`src/verilog/lfw_pkg.sv`:
```
/*
  Package for the low-frequency wake-up receiver control block:
  register offsets, field positions, reset values, timing constants
  and the control register and decoder event types shared by the design.
  Assumes a 40 MHz system clock and a 125 kHz carrier.
*/
`default_nettype none
package lfw_pkg;
    // Register offsets on the plain register port
    localparam logic [1:0] ADDR_CTL = 2'h0; // lf_rx_irq_and_decode_ctl
    localparam logic [1:0] ADDR_MODE = 2'h1; // lf_rx_mode_timing_ctl
    localparam logic [1:0] ADDR_STAT = 2'h2; // lf_rx_status_reg
    // Control register reset: decoder and validation enabled
    localparam logic [7:0] CTL_RST = 8'h0c;
    // Mode register: carrier mode selected, detect code 0000
    localparam logic [7:0] MODE_RST = 8'h80;
    localparam int MODE_SEL_BIT = 7;
    // Status register field positions
    localparam int ST_RXON_BIT = 3;
    localparam int ST_VALID_BIT = 2;
    localparam int ST_DET_BIT = 1;
    localparam int ST_ACK_BIT = 0;
    // Flag nibble sits in bits 7:4 of both status and control
    localparam int FLAG_LSB = 4;
    localparam logic [3:0] FLAGS_NONE = 4'h0;
    localparam int FL_CAR = 1; // index inside the nibble
    // Validation lengths in carrier periods
    localparam logic [10:0] VAL_BASE = 11'h008;
    localparam logic [10:0] VAL_MAX = 11'h7ff;
    // Auto-zero: 64 us every 1 ms
    localparam int CLK_MHZ = 40;
    localparam int AZ_PERIOD_US = 1000;
    localparam int AZ_LEN_US = 64;
    localparam int AZ_PERIOD_CYC = AZ_PERIOD_US * CLK_MHZ;
    localparam int AZ_LEN_CYC = AZ_LEN_US * CLK_MHZ;
    // Carrier periods credited for one auto-zero (64 us at 8 us)
    localparam logic [10:0] AZ_CREDIT = 11'h008;
    // SYNC search limits in milliseconds
    localparam int SYNC_TO_1_MS = 8;
    localparam int SYNC_TO_2_MS = 24;
    localparam int SYNC_TO_3_MS = 48;
    localparam logic [1:0] SYNC_TO_NONE = 2'h0;

    // Control register layout
    typedef struct packed {
        logic rx_byte_irq_en;
        logic rx_error_irq_en;
        logic carrier_irq_en;
        logic id_match_irq_en;
        logic digital_decoder_en;
        logic carrier_validation_en;
        logic [1:0] sync_search_limit;
    } lfw_ctl_t;

    // Decoder events, one-cycle pulses on clk
    typedef struct packed {
        logic byte_done;
        logic manch_err;
        logic id_match;
        logic sync_found;
        logic frame_end;
    } lfw_evt_t;
endpackage
`default_nettype wire
```
`src/verilog/lfw_ctl.sv`:
```
/*
  Control logic for a low-frequency wake-up receiver: carrier
  validation with auto-zero interleave, SYNC search timeout,
  receiver flags with local interrupt enables, register port.
  Assumes the carrier slicer, carrier clock and receiver oscillator
  arrive asynchronously on pins and decoder events arrive on clk.
*/
// Overview of operation
// Code 1000 validates a carrier after 8 periods in both modes.
// Codes 1001 to 1011 need 16, 32, 64 periods in both modes.
// Codes 1100 to 1111 need 128 to 1024 periods in both modes.
// A 64 us auto-zero runs every 1 ms, also inside long windows.
// Carrier present after auto-zero counts as present throughout it.
// A set flag with its enable set requests an unmaskable interrupt.
// Software should clear pending flags before enabling interrupts.
// Control bit 7 enables the received-byte interrupt; reset clears.
// Bit 6 enables the Manchester error interrupt; reset clears.
// Bit 5 enables carrier interrupt; ignored in data mode with decoder.
// Bit 4 enables the ID-match interrupt; reset clears.
// Bit 3 enables the decoder, reset sets; clear stops decoder flags.
// With decoder off software polls the detector output bit.
// Bit 2 enables carrier validation; reset sets it.
// Timeout field bounds SYNC search none/8/24/48 ms; receiver powers off.
// Timeout counted on receiver oscillator ticks; reset clears field.
// Mode bit 1 carrier mode, 0 data mode; validation gates power-up.
// Acknowledge bit clears all flags, self-clears, reads zero.
// Interrupt is OR of flag AND enable, held until flags clear.
`timescale 1ns/1ps
`default_nettype none
module lfw_ctl #(
    parameter int AZ_PERIOD_CYCLES = lfw_pkg::AZ_PERIOD_CYC,
    parameter int OSC_TICKS_PER_MS = 32
) (
    // Clock and reset
    input wire logic clk,
    input wire logic sys_rst,
    // Register port
    input wire logic [1:0] reg_addr,
    input wire logic [7:0] reg_wdata,
    input wire logic reg_wr,
    input wire logic reg_rd,
    output logic [7:0] reg_rdata,
    // Analog front end pins
    input wire logic carrier_level,
    input wire logic carrier_clock,
    input wire logic receiver_osc_clock,
    // Decoder events
    input wire lfw_pkg::lfw_evt_t dec_evt,
    // Receiver control and interrupt
    output logic rx_chain_on,
    output logic decoder_enable,
    output logic rx_irq
);
    import lfw_pkg::*;

    localparam int SYNC_W = 16;

    // Validation length for a detect code in the selected mode
    function automatic logic [10:0] val_len(input logic [3:0] code, input logic car_mode);
        if (code[3] || car_mode) begin
            val_len = VAL_BASE << code[2:0]; // see R1, see R2
        end else begin
            val_len = VAL_BASE;
        end
    endfunction

    // SYNC search limit in oscillator ticks
    function automatic logic [SYNC_W-1:0] sync_limit(input logic [1:0] sel);
        case (sel)
            2'h1: sync_limit = SYNC_W'(SYNC_TO_1_MS * OSC_TICKS_PER_MS);
            2'h2: sync_limit = SYNC_W'(SYNC_TO_2_MS * OSC_TICKS_PER_MS);
            default: sync_limit = SYNC_W'(SYNC_TO_3_MS * OSC_TICKS_PER_MS);
        endcase
    endfunction

    // Three-stage pin synchronisers; a change counts once stages 2 and 3 agree
    logic [2:0] pin_raw;
    logic [2:0] s1_q, s2_q, s3_q, filt_q, filt_d, filt_old_q;
    assign pin_raw = {receiver_osc_clock, carrier_clock, carrier_level};
    genvar g;
    generate
        for (g = 0; g < 3; g++) begin : g_sync
            always_comb begin
                filt_d[g] = (s2_q[g] == s3_q[g]) ? s3_q[g] : filt_q[g];
            end
            always_ff @(posedge clk) begin
                if (sys_rst) begin
                    s1_q[g] <= 1'b0;
                    s2_q[g] <= 1'b0;
                    s3_q[g] <= 1'b0;
                    filt_q[g] <= 1'b0;
                    filt_old_q[g] <= 1'b0;
                end else begin
                    s1_q[g] <= pin_raw[g];
                    s2_q[g] <= s1_q[g];
                    s3_q[g] <= s2_q[g];
                    filt_q[g] <= filt_d[g];
                    filt_old_q[g] <= filt_q[g];
                end
            end
        end
    endgenerate

    logic car_on, car_tick, osc_tick;
    assign car_on = filt_q[0];
    assign car_tick = filt_q[1] & ~filt_old_q[1];
    assign osc_tick = filt_q[2] & ~filt_old_q[2];

    // Register state
    lfw_ctl_t ctl_q, ctl_d;
    logic [7:0] mode_q, mode_d;
    logic [3:0] flags_q, flags_d;
    logic [7:0] rdata_q, rdata_d;
    logic irq_q, irq_d;
    // Validation and receiver state
    logic [31:0] az_cnt_q, az_cnt_d;
    logic [10:0] vcnt_q, vcnt_d;
    logic valid_q, valid_d;
    logic rx_on_q, rx_on_d;
    logic sync_seen_q, sync_seen_d;
    logic [SYNC_W-1:0] sync_cnt_q, sync_cnt_d;

    logic car_mode, dec_on, validate_hit;
    logic [3:0] flag_set, flag_clr, irq_en;
    assign car_mode = mode_q[MODE_SEL_BIT];
    assign dec_on = ctl_q.digital_decoder_en;

    // Auto-zero timer, validation counter, receive chain power and SYNC search
    always_comb begin
        az_cnt_d = az_cnt_q + 32'd1;
        if (az_cnt_q >= 32'(AZ_PERIOD_CYCLES - 1)) begin
            az_cnt_d = '0;
        end
        vcnt_d = vcnt_q;
        valid_d = valid_q;
        rx_on_d = rx_on_q;
        sync_seen_d = sync_seen_q;
        sync_cnt_d = sync_cnt_q;
        validate_hit = 1'b0;
        if (!ctl_q.carrier_validation_en) begin
            // Validation off: a present carrier is accepted at once
            vcnt_d = '0;
            validate_hit = car_on && !valid_q;
        end else if (valid_q && !car_mode) begin
            vcnt_d = '0; // Detect time ignored once validated
        end else if (az_cnt_q < 32'(AZ_LEN_CYC)) begin
            // Counting frozen while the front end is auto-zeroed
            if (az_cnt_q == 32'(AZ_LEN_CYC - 1) && vcnt_q != '0) begin
                if (car_on) begin
                    vcnt_d = (vcnt_q > VAL_MAX - AZ_CREDIT) ? VAL_MAX : vcnt_q + AZ_CREDIT;
                end else begin
                    vcnt_d = '0;
                end
            end
        end else if (!car_on) begin
            vcnt_d = '0;
        end else if (car_tick && vcnt_q != VAL_MAX) begin
            vcnt_d = vcnt_q + 11'd1;
        end
        if (ctl_q.carrier_validation_en && !valid_q && vcnt_d >= val_len(mode_q[3:0], car_mode)) begin
            validate_hit = 1'b1; // see R1, see R2
        end
        if (validate_hit) begin
            vcnt_d = '0;
            valid_d = !car_mode;
            if (!car_mode) begin
                rx_on_d = 1'b1;
                sync_seen_d = 1'b0;
                sync_cnt_d = '0;
            end
        end
        if (car_mode) begin
            valid_d = 1'b0;
            rx_on_d = 1'b0;
        end else if (rx_on_q) begin
            if (dec_evt.sync_found && dec_on) begin
                sync_seen_d = 1'b1;
            end
            if (osc_tick && !sync_seen_q && ctl_q.sync_search_limit != SYNC_TO_NONE) begin
                sync_cnt_d = sync_cnt_q + SYNC_W'(1);
                if (sync_cnt_d >= sync_limit(ctl_q.sync_search_limit)) begin
                    rx_on_d = 1'b0;
                    valid_d = 1'b0;
                end
            end
            if (dec_evt.frame_end) begin
                rx_on_d = 1'b0;
                valid_d = 1'b0;
            end
        end
    end

    always_ff @(posedge clk) begin
        if (sys_rst) begin
            az_cnt_q <= '0;
            vcnt_q <= '0;
            valid_q <= 1'b0;
            rx_on_q <= 1'b0;
            sync_seen_q <= 1'b0;
            sync_cnt_q <= '0;
        end else begin
            az_cnt_q <= az_cnt_d;
            vcnt_q <= vcnt_d;
            valid_q <= valid_d;
            rx_on_q <= rx_on_d;
            sync_seen_q <= sync_seen_d;
            sync_cnt_q <= sync_cnt_d;
        end
    end

    // Flag sources; decoder flags only in data mode with the decoder running
    always_comb begin
        flag_set = FLAGS_NONE;
        flag_set[3] = dec_evt.byte_done && dec_on && !car_mode;
        flag_set[2] = dec_evt.manch_err && dec_on && !car_mode;
        flag_set[FL_CAR] = validate_hit && (car_mode || !dec_on);
        flag_set[0] = dec_evt.id_match && dec_on && !car_mode;
    end

    // Local enables; carrier enable ignored in data mode with decoder on
    always_comb begin
        irq_en = {ctl_q.rx_byte_irq_en, ctl_q.rx_error_irq_en,
                  ctl_q.carrier_irq_en && (car_mode || !dec_on), ctl_q.id_match_irq_en};
    end

    // Register writes, flag clears, interrupt and read data
    always_comb begin
        ctl_d = ctl_q;
        mode_d = mode_q;
        flag_clr = FLAGS_NONE;
        if (reg_wr) begin
            case (reg_addr)
                ADDR_CTL: ctl_d = lfw_ctl_t'(reg_wdata); // see R8, see R9
                ADDR_MODE: mode_d = reg_wdata;
                ADDR_STAT: begin
                    // One to a flag clears it; acknowledge clears all
                    flag_clr = reg_wdata[7:FLAG_LSB];
                    if (reg_wdata[ST_ACK_BIT]) begin
                        flag_clr = ~FLAGS_NONE;
                    end
                end
                default: ;
            endcase
        end
        // Set wins over a clear in the same cycle
        flags_d = (flags_q & ~flag_clr) | flag_set;
        // Not gated by any processor-wide mask, held while flags stay set
        irq_d = |(flags_d & irq_en); // see R6
        rdata_d = 8'h00;
        if (reg_rd) begin
            case (reg_addr)
                ADDR_CTL: rdata_d = ctl_q;
                ADDR_MODE: rdata_d = mode_q;
                ADDR_STAT: begin
                    rdata_d[7:FLAG_LSB] = flags_q;
                    rdata_d[ST_RXON_BIT] = rx_on_q;
                    rdata_d[ST_VALID_BIT] = valid_q;
                    rdata_d[ST_DET_BIT] = car_on; // Polled stream
                    rdata_d[ST_ACK_BIT] = 1'b0;
                end
                default: rdata_d = 8'h00;
            endcase
        end
    end

    always_ff @(posedge clk) begin
        if (sys_rst) begin
            ctl_q <= lfw_ctl_t'(CTL_RST); // see R12, see R14
            mode_q <= MODE_RST;
            flags_q <= FLAGS_NONE;
            rdata_q <= 8'h00;
            irq_q <= 1'b0;
        end else begin
            ctl_q <= ctl_d;
            mode_q <= mode_d;
            flags_q <= flags_d;
            rdata_q <= rdata_d;
            irq_q <= irq_d;
        end
    end

    // Outputs straight from flops
    assign reg_rdata = rdata_q;
    assign rx_irq = irq_q;
    assign rx_chain_on = rx_on_q;
    assign decoder_enable = ctl_q.digital_decoder_en;
endmodule // lfw_ctl
`default_nettype wire

```
`config.mk`:
```
export PLATFORM = sky130hd
export DESIGN_NAME = lfw_ctl
export DESIGN_NICKNAME = d
export VERILOG_FILES = /design/src/verilog/lfw_pkg.sv /design/src/verilog/lfw_ctl.sv
export SDC_FILE = /design/constraint.sdc
export NUM_CORES = 1
export LEC_CHECK = 0
export BUFFER_PORTS_ARGS = -buffer_cell sky130_fd_sc_hd__buf_2
export CAP_MARGIN = 20
export CORE_UTILIZATION = 55
export CTS_CLUSTER_SIZE = 24
export DETAILED_ROUTE_END_ITERATION = 6
export PLACE_DENSITY = 0.76
export SYNTH_ARGS = -nofsm -noshare
export SYNTH_HDL_FRONTEND = slang
export SYNTH_SLANG_ARGS = --single-unit
```
`constraint.sdc`:
```
create_clock -name clk -period 2.93 [get_ports clk]
set_clock_uncertainty 0.1 [all_clocks]
set_input_delay 0.586 -clock clk [delete_from_list [all_inputs] [get_ports clk]]
set_output_delay 0.586 -clock clk [all_outputs]
set_load 0.005 [all_outputs]
```
==> results of run 1 <==
-- logic make-up (layout without fill, tap and decap cells) --
logic type	after synthesis	in the layout	share of synthesized area [%]
buffers and inverters	57	180	4.73
AO/OA/AOI/OAI	160	160	20.0
other	1	16	0.0682
XOR/XNOR	22	22	3.50
flip-flops	105	105	38.2
multiplexers	24	24	4.39
AND/OR/NAND/NOR	251	252	24.8
adder cells (fa/ha/maj)	19	19	4.32
-- metrics by stage --
step | setup TNS, ns | util (%)
finish | -13.65 | 73.9
global route | -18.77 | 73.9
CTS | -9.67 | 71.2
detailed placement | -12.29 | 66.9
global placement | -11.15 | 66.9
floorplan | -0.589 | -
-- state kept, by name, indices dropped and copies added (netlist names) --
name / count
vcnt_q: 11
valid_q: 1
sync_cnt_q: 16
s1_q: 3
filt_old_q: 2
s2_q: 3
rx_irq: 1
mode_q: 8
flags_q: 4
reg_rdata: 8
rx_chain_on: 1
s3_q: 3
sync_seen_q: 1
az_cnt_q: 32
ctl_q: 7
decoder_enable: 1
car_on: 1
filt_q: 2
-- critical path, cell delays in order, from the launching register on --
cell       delay [ns]
dfxtp_2          0.36
buf_4            0.16
nor4b_4          0.28
nand4_1          0.14
buf_6            0.16
and4_4           0.21
a311oi_4         0.34
nor3_2           0.09
ha_1             0.37
nand2_2          0.12
nor2_4           0.07
a2111oi_4        0.53
nand3_2          0.20
o31ai_1          0.25
-- per-layer routing --
metal  global-route usage (%)  wire (µm)  vias up
li1                         -          -     2613
met1                     38.0       6520     2661
met2                     49.2       7780      234
met3                     5.27       1060       59
met4                     14.3        587        0
met5                        0          0        -
-- power breakdown --
part	total [mW]	internal, mW	switching (mW)	leakage [nW]
clock	0.849	0.318	0.531	0.0851
sequential	1.47	1.45	0.0186	0.861
combinational	0.183	0.0720	0.111	1.84
-- timing repair --
action	CTS	global route
setup endpoints to repair	32	32
gates resized for setup	40	44
gates cloned	1	0
pin swaps	27	22
buffers inserted	5	9
-- cells in the final DEF (no fill, tap or decap), types with 6 or more instances in the layout --
cell and instances:
xor2_1 10, buf_2 32, dfxtp_2 9, mux2i_1 22, nand2_1 31, o211ai_1 8, nand2_2 7, conb_1 16
a21oi_2 11, inv_1 18, buf_6 8, nand4_1 11, nand3_1 34, a21o_1 6, nor4_1 11, a21oi_1 42
dfxtp_1 94, o21ai_0 13, a31oi_1 9, clkbuf_8 9, xnor2_1 12, nor2b_1 20, buf_4 105, and3_1 9
ha_1 16, nor2_1 68, nor3_1 6
-- layout make-up --
type,instances,area share (%)
sequential,105,29.5
timing repair buffer,145,14.4
tap,133,2.31
multi-input combinational,493,50.3
inverter,19,0.991
clock buffer,9,1.72
clock inverter,7,0.765
-- final timing paths --
path | endpoint | slack [ns]
max | vcnt_q[7]$_SDFF_PP0_ | -0.54
min | s1_q[0]$_SDFF_PP0_ | 0.32
max reg2reg | vcnt_q[7]$_SDFF_PP0_ | -0.54
min reg2reg | s2_q[0]$_SDFF_PP0_ | 0.35
==> results_dict.tcl, run 1 <==
set metrics [dict create \
    status "complete, but fails checks" \
    failed_checks "setup timing" \
    netlist.area_leader.share_pct 38.2 \
    r2r_cells 13 \
    synth.top_cells.by_area "dfxtp_1, nor2_1, a21oi_1" \
    clock_latency_ns 0.38 \
    core_um2 9730 \
    synthArstFlopShare_pct 0 \
    pwr_density_cell_nw_per_um2 348 \
    r2r-start "vcnt_q[3]$_SDFF_PP0_" \
    nets 814 \
    synthCells 639 \
    grt_pass1_vias 5139 \
    cts_tree "built" \
    yosysTopAreaCell "dfxtp_1" \
    startpoint "vcnt_q[3]$_SDFF_PP0_" \
    drc 0 \
    end_kind "flip-flop" \
    place_inst 880 \
    period_share_pct 118 \
    synthTopCellsByCount "dfxtp_1, nor2_1, a21oi_1" \
    finalNonFillerCells 911 \
    period_needed_ns 3.47 \
    startpoint_type "flip-flop" \
    diodes 0 \
    overflow 0 \
    synth-edff-count 0 \
    register_area_um2 2120 \
    drtIter0Drc 312 \
    h-tree-depth 3 \
    antenna_left 0 \
    ys_ff_latch 105 \
    clkSlewWorstSetupHoldPaths_ns 0.11 \
    synth.distinct_cells 74 \
    grt_pass1_wl_um 24300 \
    firstDrtPassIters 5 \
    synth.avg_cell_area_um2 8.61 \
    cp_data_required_time_ns 3.13 \
    drv_slew 0 \
    initial_utilization_pct 56.5 \
    rows 36 \
    die_width_um 102 \
    wl_per_cell_um 17.5 \
    wirelength_um 15900 \
    synth_warnings 0 \
    io_buffers 32 \
    yosysMostFrequentCell "dfxtp_1" \
    globalplace.congestion 0.951 \
    dpl_cell_area_um2 6510 \
    fin_ws_ns -0.538 \
    area_delta_synth_final_pct 30.8 \
    io_pins 33 \
    n_fill_cell 666 \
    hp-start "carrier_level" \
    grt_start_max_net_pins 37 \
    p_leak_nw 2.79 \
    numCtsBuffers 9 \
    path_class "flip-flop to flip-flop" \
    finalInstanceArea_um2 7190 \
    hold_path.class "input port to flip-flop" \
    cts.sinks 105 \
    groute.usage.overall_pct 29.9 \
    rsz0062_at_grt "yes" \
    worst_pin_slew_ns 0.787 \
    post-dp-hpwl_um 10600 \
    report.final.hold_viol_count 0 \
    crit_fanout 5 \
    route.vias.total 5567 \
    ctsHoldBuffers 0 \
    crit_arrival_ns 3.66 \
    setup_viol 32 \
    timing.fmax_mhz 288 \
    die_area_um2 10400 \
    dpl_worst_slack_ns -0.470 \
    relSlewSlack_pct 47.5 \
    vdd_drop_max_v 0.000613 \
    grt_antenna_before_repair 0 \
    multi_input_area_um2 3620 \
    clk_path_buf_depth 2 \
    cap_violations 0 \
    drive_gt1_share_pct 32.4 \
    die_y_um 102 \
    total_power_mw 2.50 \
    seq_area_frac_synth_pct 38.2 \
    holdWs_ns 0.324 \
    ys.flop_type "dfxtp_1" \
    whs_path_depth 2 \
    syn_area_um2 5500 \
    routed_via_density 6.11 \
    cts_root_buffer "clkbuf_8" \
]
(Power assumes the default switching activity.)
==> inputs of run 2 (changes only) <==
Clock period 2.93 ns to 3 ns, I/O delays scaled along.
==> results_dict.tcl, run 2 (synthesis results as in run 1) <==
set metrics [dict create \
    failed_checks "setup timing" \
    vdd_drop_max_v 0.000385 \
    drc 0 \
    drive_gt1_share_pct 36.8 \
    slowest_delay_ns 0.49 \
    crit_fanout 4 \
    hold_path.class "input port to flip-flop" \
    die_width_um 102 \
    antenna_left 0 \
    rsz0062_at_grt "yes" \
    cp_slowest_cell "a2111oi_4" \
    wl_per_cell_um 18.4 \
    regMostFlops "az_cnt_q" \
    net-switching-power_uw 661 \
    cp_data_required_time_ns 3.20 \
    ctsHoldBuffers 0 \
    p_int_mw 1.85 \
    worstPathCellList "nor4_4, buf_4, and4_4, nand4_1, buf_6, o311ai_4, o22ai_2, ha_1, nand2_2, nor2_4, a2111oi_4, nand3_2, o31ai_2" \
    cap_violations 0 \
    worst_pin_slew_ns 0.876 \
    cts_tree "built" \
    end_kind "flip-flop" \
    total_power_mw 2.51 \
    drtIter0Drc 458 \
    path_buf_inv 2 \
    startpoint_type "flip-flop" \
    overflow 0 \
    core_um2 9730 \
    status "complete, but fails checks" \
    drv_slew 0 \
    path_class "flip-flop to flip-flop" \
    die_y_um 102 \
    largest_register_ffs 32 \
    clkSlewWorstSetupHoldPaths_ns 0.11 \
    io_buffers 32 \
    globalplace.congestion 0.938 \
    period_needed_ns 3.60 \
    cts.sinks 105 \
    timing.fmax_mhz 278 \
    p_leak_nw 2.87 \
    final_cell_mix "buf_4, dfxtp_1, nor2_1" \
    crit_arrival_ns 3.79 \
    report.final.hold_viol_count 0 \
    h-tree-depth 3 \
    initial_utilization_pct 56.5 \
    clkPwrFrac_pct 34.3 \
    power_frac_comb_pct 8.3 \
    largestRegisters "az_cnt_q x32, sync_cnt_q x16, vcnt_q x11" \
    pwr_density_cell_nw_per_um2 332 \
    firstDrtPassIters 5 \
    clk_path_buf_depth 2 \
    wirelength_um 17000 \
    period_share_pct 120 \
    nets 824 \
    post-dp-hpwl_um 10700 \
    cp_top_family "compound AO/OA/AOI/OAI gates" \
    routed_via_density 6.13 \
    numCtsBuffers 9 \
    final_common_cell "buf_4" \
    route.vias.total 5650 \
    relSlewSlack_pct 41.5 \
    seqPwrFrac_pct 57.4 \
    fin_tns_setup_ns -14.68 \
    diodes 0 \
    grt_pass1_wl_um 24700 \
    cts_root_buffer "clkbuf_8" \
    sw_frac_of_total_pct 26.4 \
    area_delta_synth_final_pct 37.3 \
    dpl_cell_area_um2 6490 \
    rows 36 \
    clock_latency_ns 0.38 \
    fin_ws_ns -0.595 \
    grt_antenna_before_repair 0 \
    groute.usage.overall_pct 30.4 \
    die_area_um2 10400 \
    setup_viol 32 \
    holdWs_ns 0.325 \
    grt_pass1_vias 5261 \
    n_fill_cell 684 \
    io_pins 33 \
    grt_start_max_net_pins 27 \
    finalInstanceArea_um2 7550 \
]
run 2: final timing paths:
path              slack [ns]              endpoint  cells past startpoint                     from
hold reg to reg         0.36    s2_q[1]$_SDFF_PP0_                      1       s1_q[1]$_SDFF_PP0_
hold / removal          0.33    s1_q[2]$_SDFF_PP0_                      2       receiver_osc_clock
setup reg to reg       -0.60  vcnt_q[7]$_SDFF_PP0_                     13  az_cnt_q[23]$_SDFF_PP0_
setup / recovery       -0.60  vcnt_q[7]$_SDFF_PP0_                     13  az_cnt_q[23]$_SDFF_PP0_
run 2: power groups by stage:
stage / registers, mW / clock network [mW] / logic, mW
after floorplan: 1.46 / 0 / 0.100
after global placement: 1.47 / 0 / 0.154
after detailed placement: 1.47 / 0 / 0.158
after CTS: 1.44 / 0.872 / 0.176
after global routing: 1.44 / 0.918 / 0.221
final: 1.44 / 0.859 / 0.208
run 2: repair_timing:
item,in CTS,in global routing
buffers inserted,15,6
setup endpoints to repair,32,32
hold endpoints to repair,0,0
pin swaps,18,35
gates resized for setup,69,74
gates cloned,1,0
run 2: per-stage QoR:
stage | std cells | utilization (%) | worst slack [ns]
after floorplan | 654 | - | -0.0270
final | 921 | 77.6 | -0.595
after global routing | 921 | 77.6 | -0.728
after CTS | 916 | 73.3 | -0.272
after global placement | 885 | 66.7 | -0.440
after detailed placement | 885 | 66.7 | -0.537
run 2: metal layers:
| layer | wire (µm) | part of all wire (%) | vias up | global-route usage [%] |
|---|---|---|---|---|
| li1 | - | - | 2630 | - |
| met1 | 6760 | 40 | 2687 | 37.0 |
| met2 | 8190 | 48 | 244 | 51.4 |
| met3 | 1080 | 6.4 | 89 | 6.43 |
| met4 | 938 | 5.5 | 0 | 14.2 |
| met5 | 0 | 0 | - | 0 |
run 2: cell type report:
| class | count | area [µm²] | share of cell area (%) |
|---|---|---|---|
| clock buffer | 11 | 141 | 1.87 |
| clock inverter | 5 | 46.3 | 0.613 |
| inverter | 19 | 73.8 | 0.977 |
| multi-input combinational | 492 | 3850 | 51.0 |
| sequential | 105 | 2130 | 28.1 |
| tap | 133 | 166 | 2.20 |
| timing repair buffer | 156 | 1140 | 15.2 |
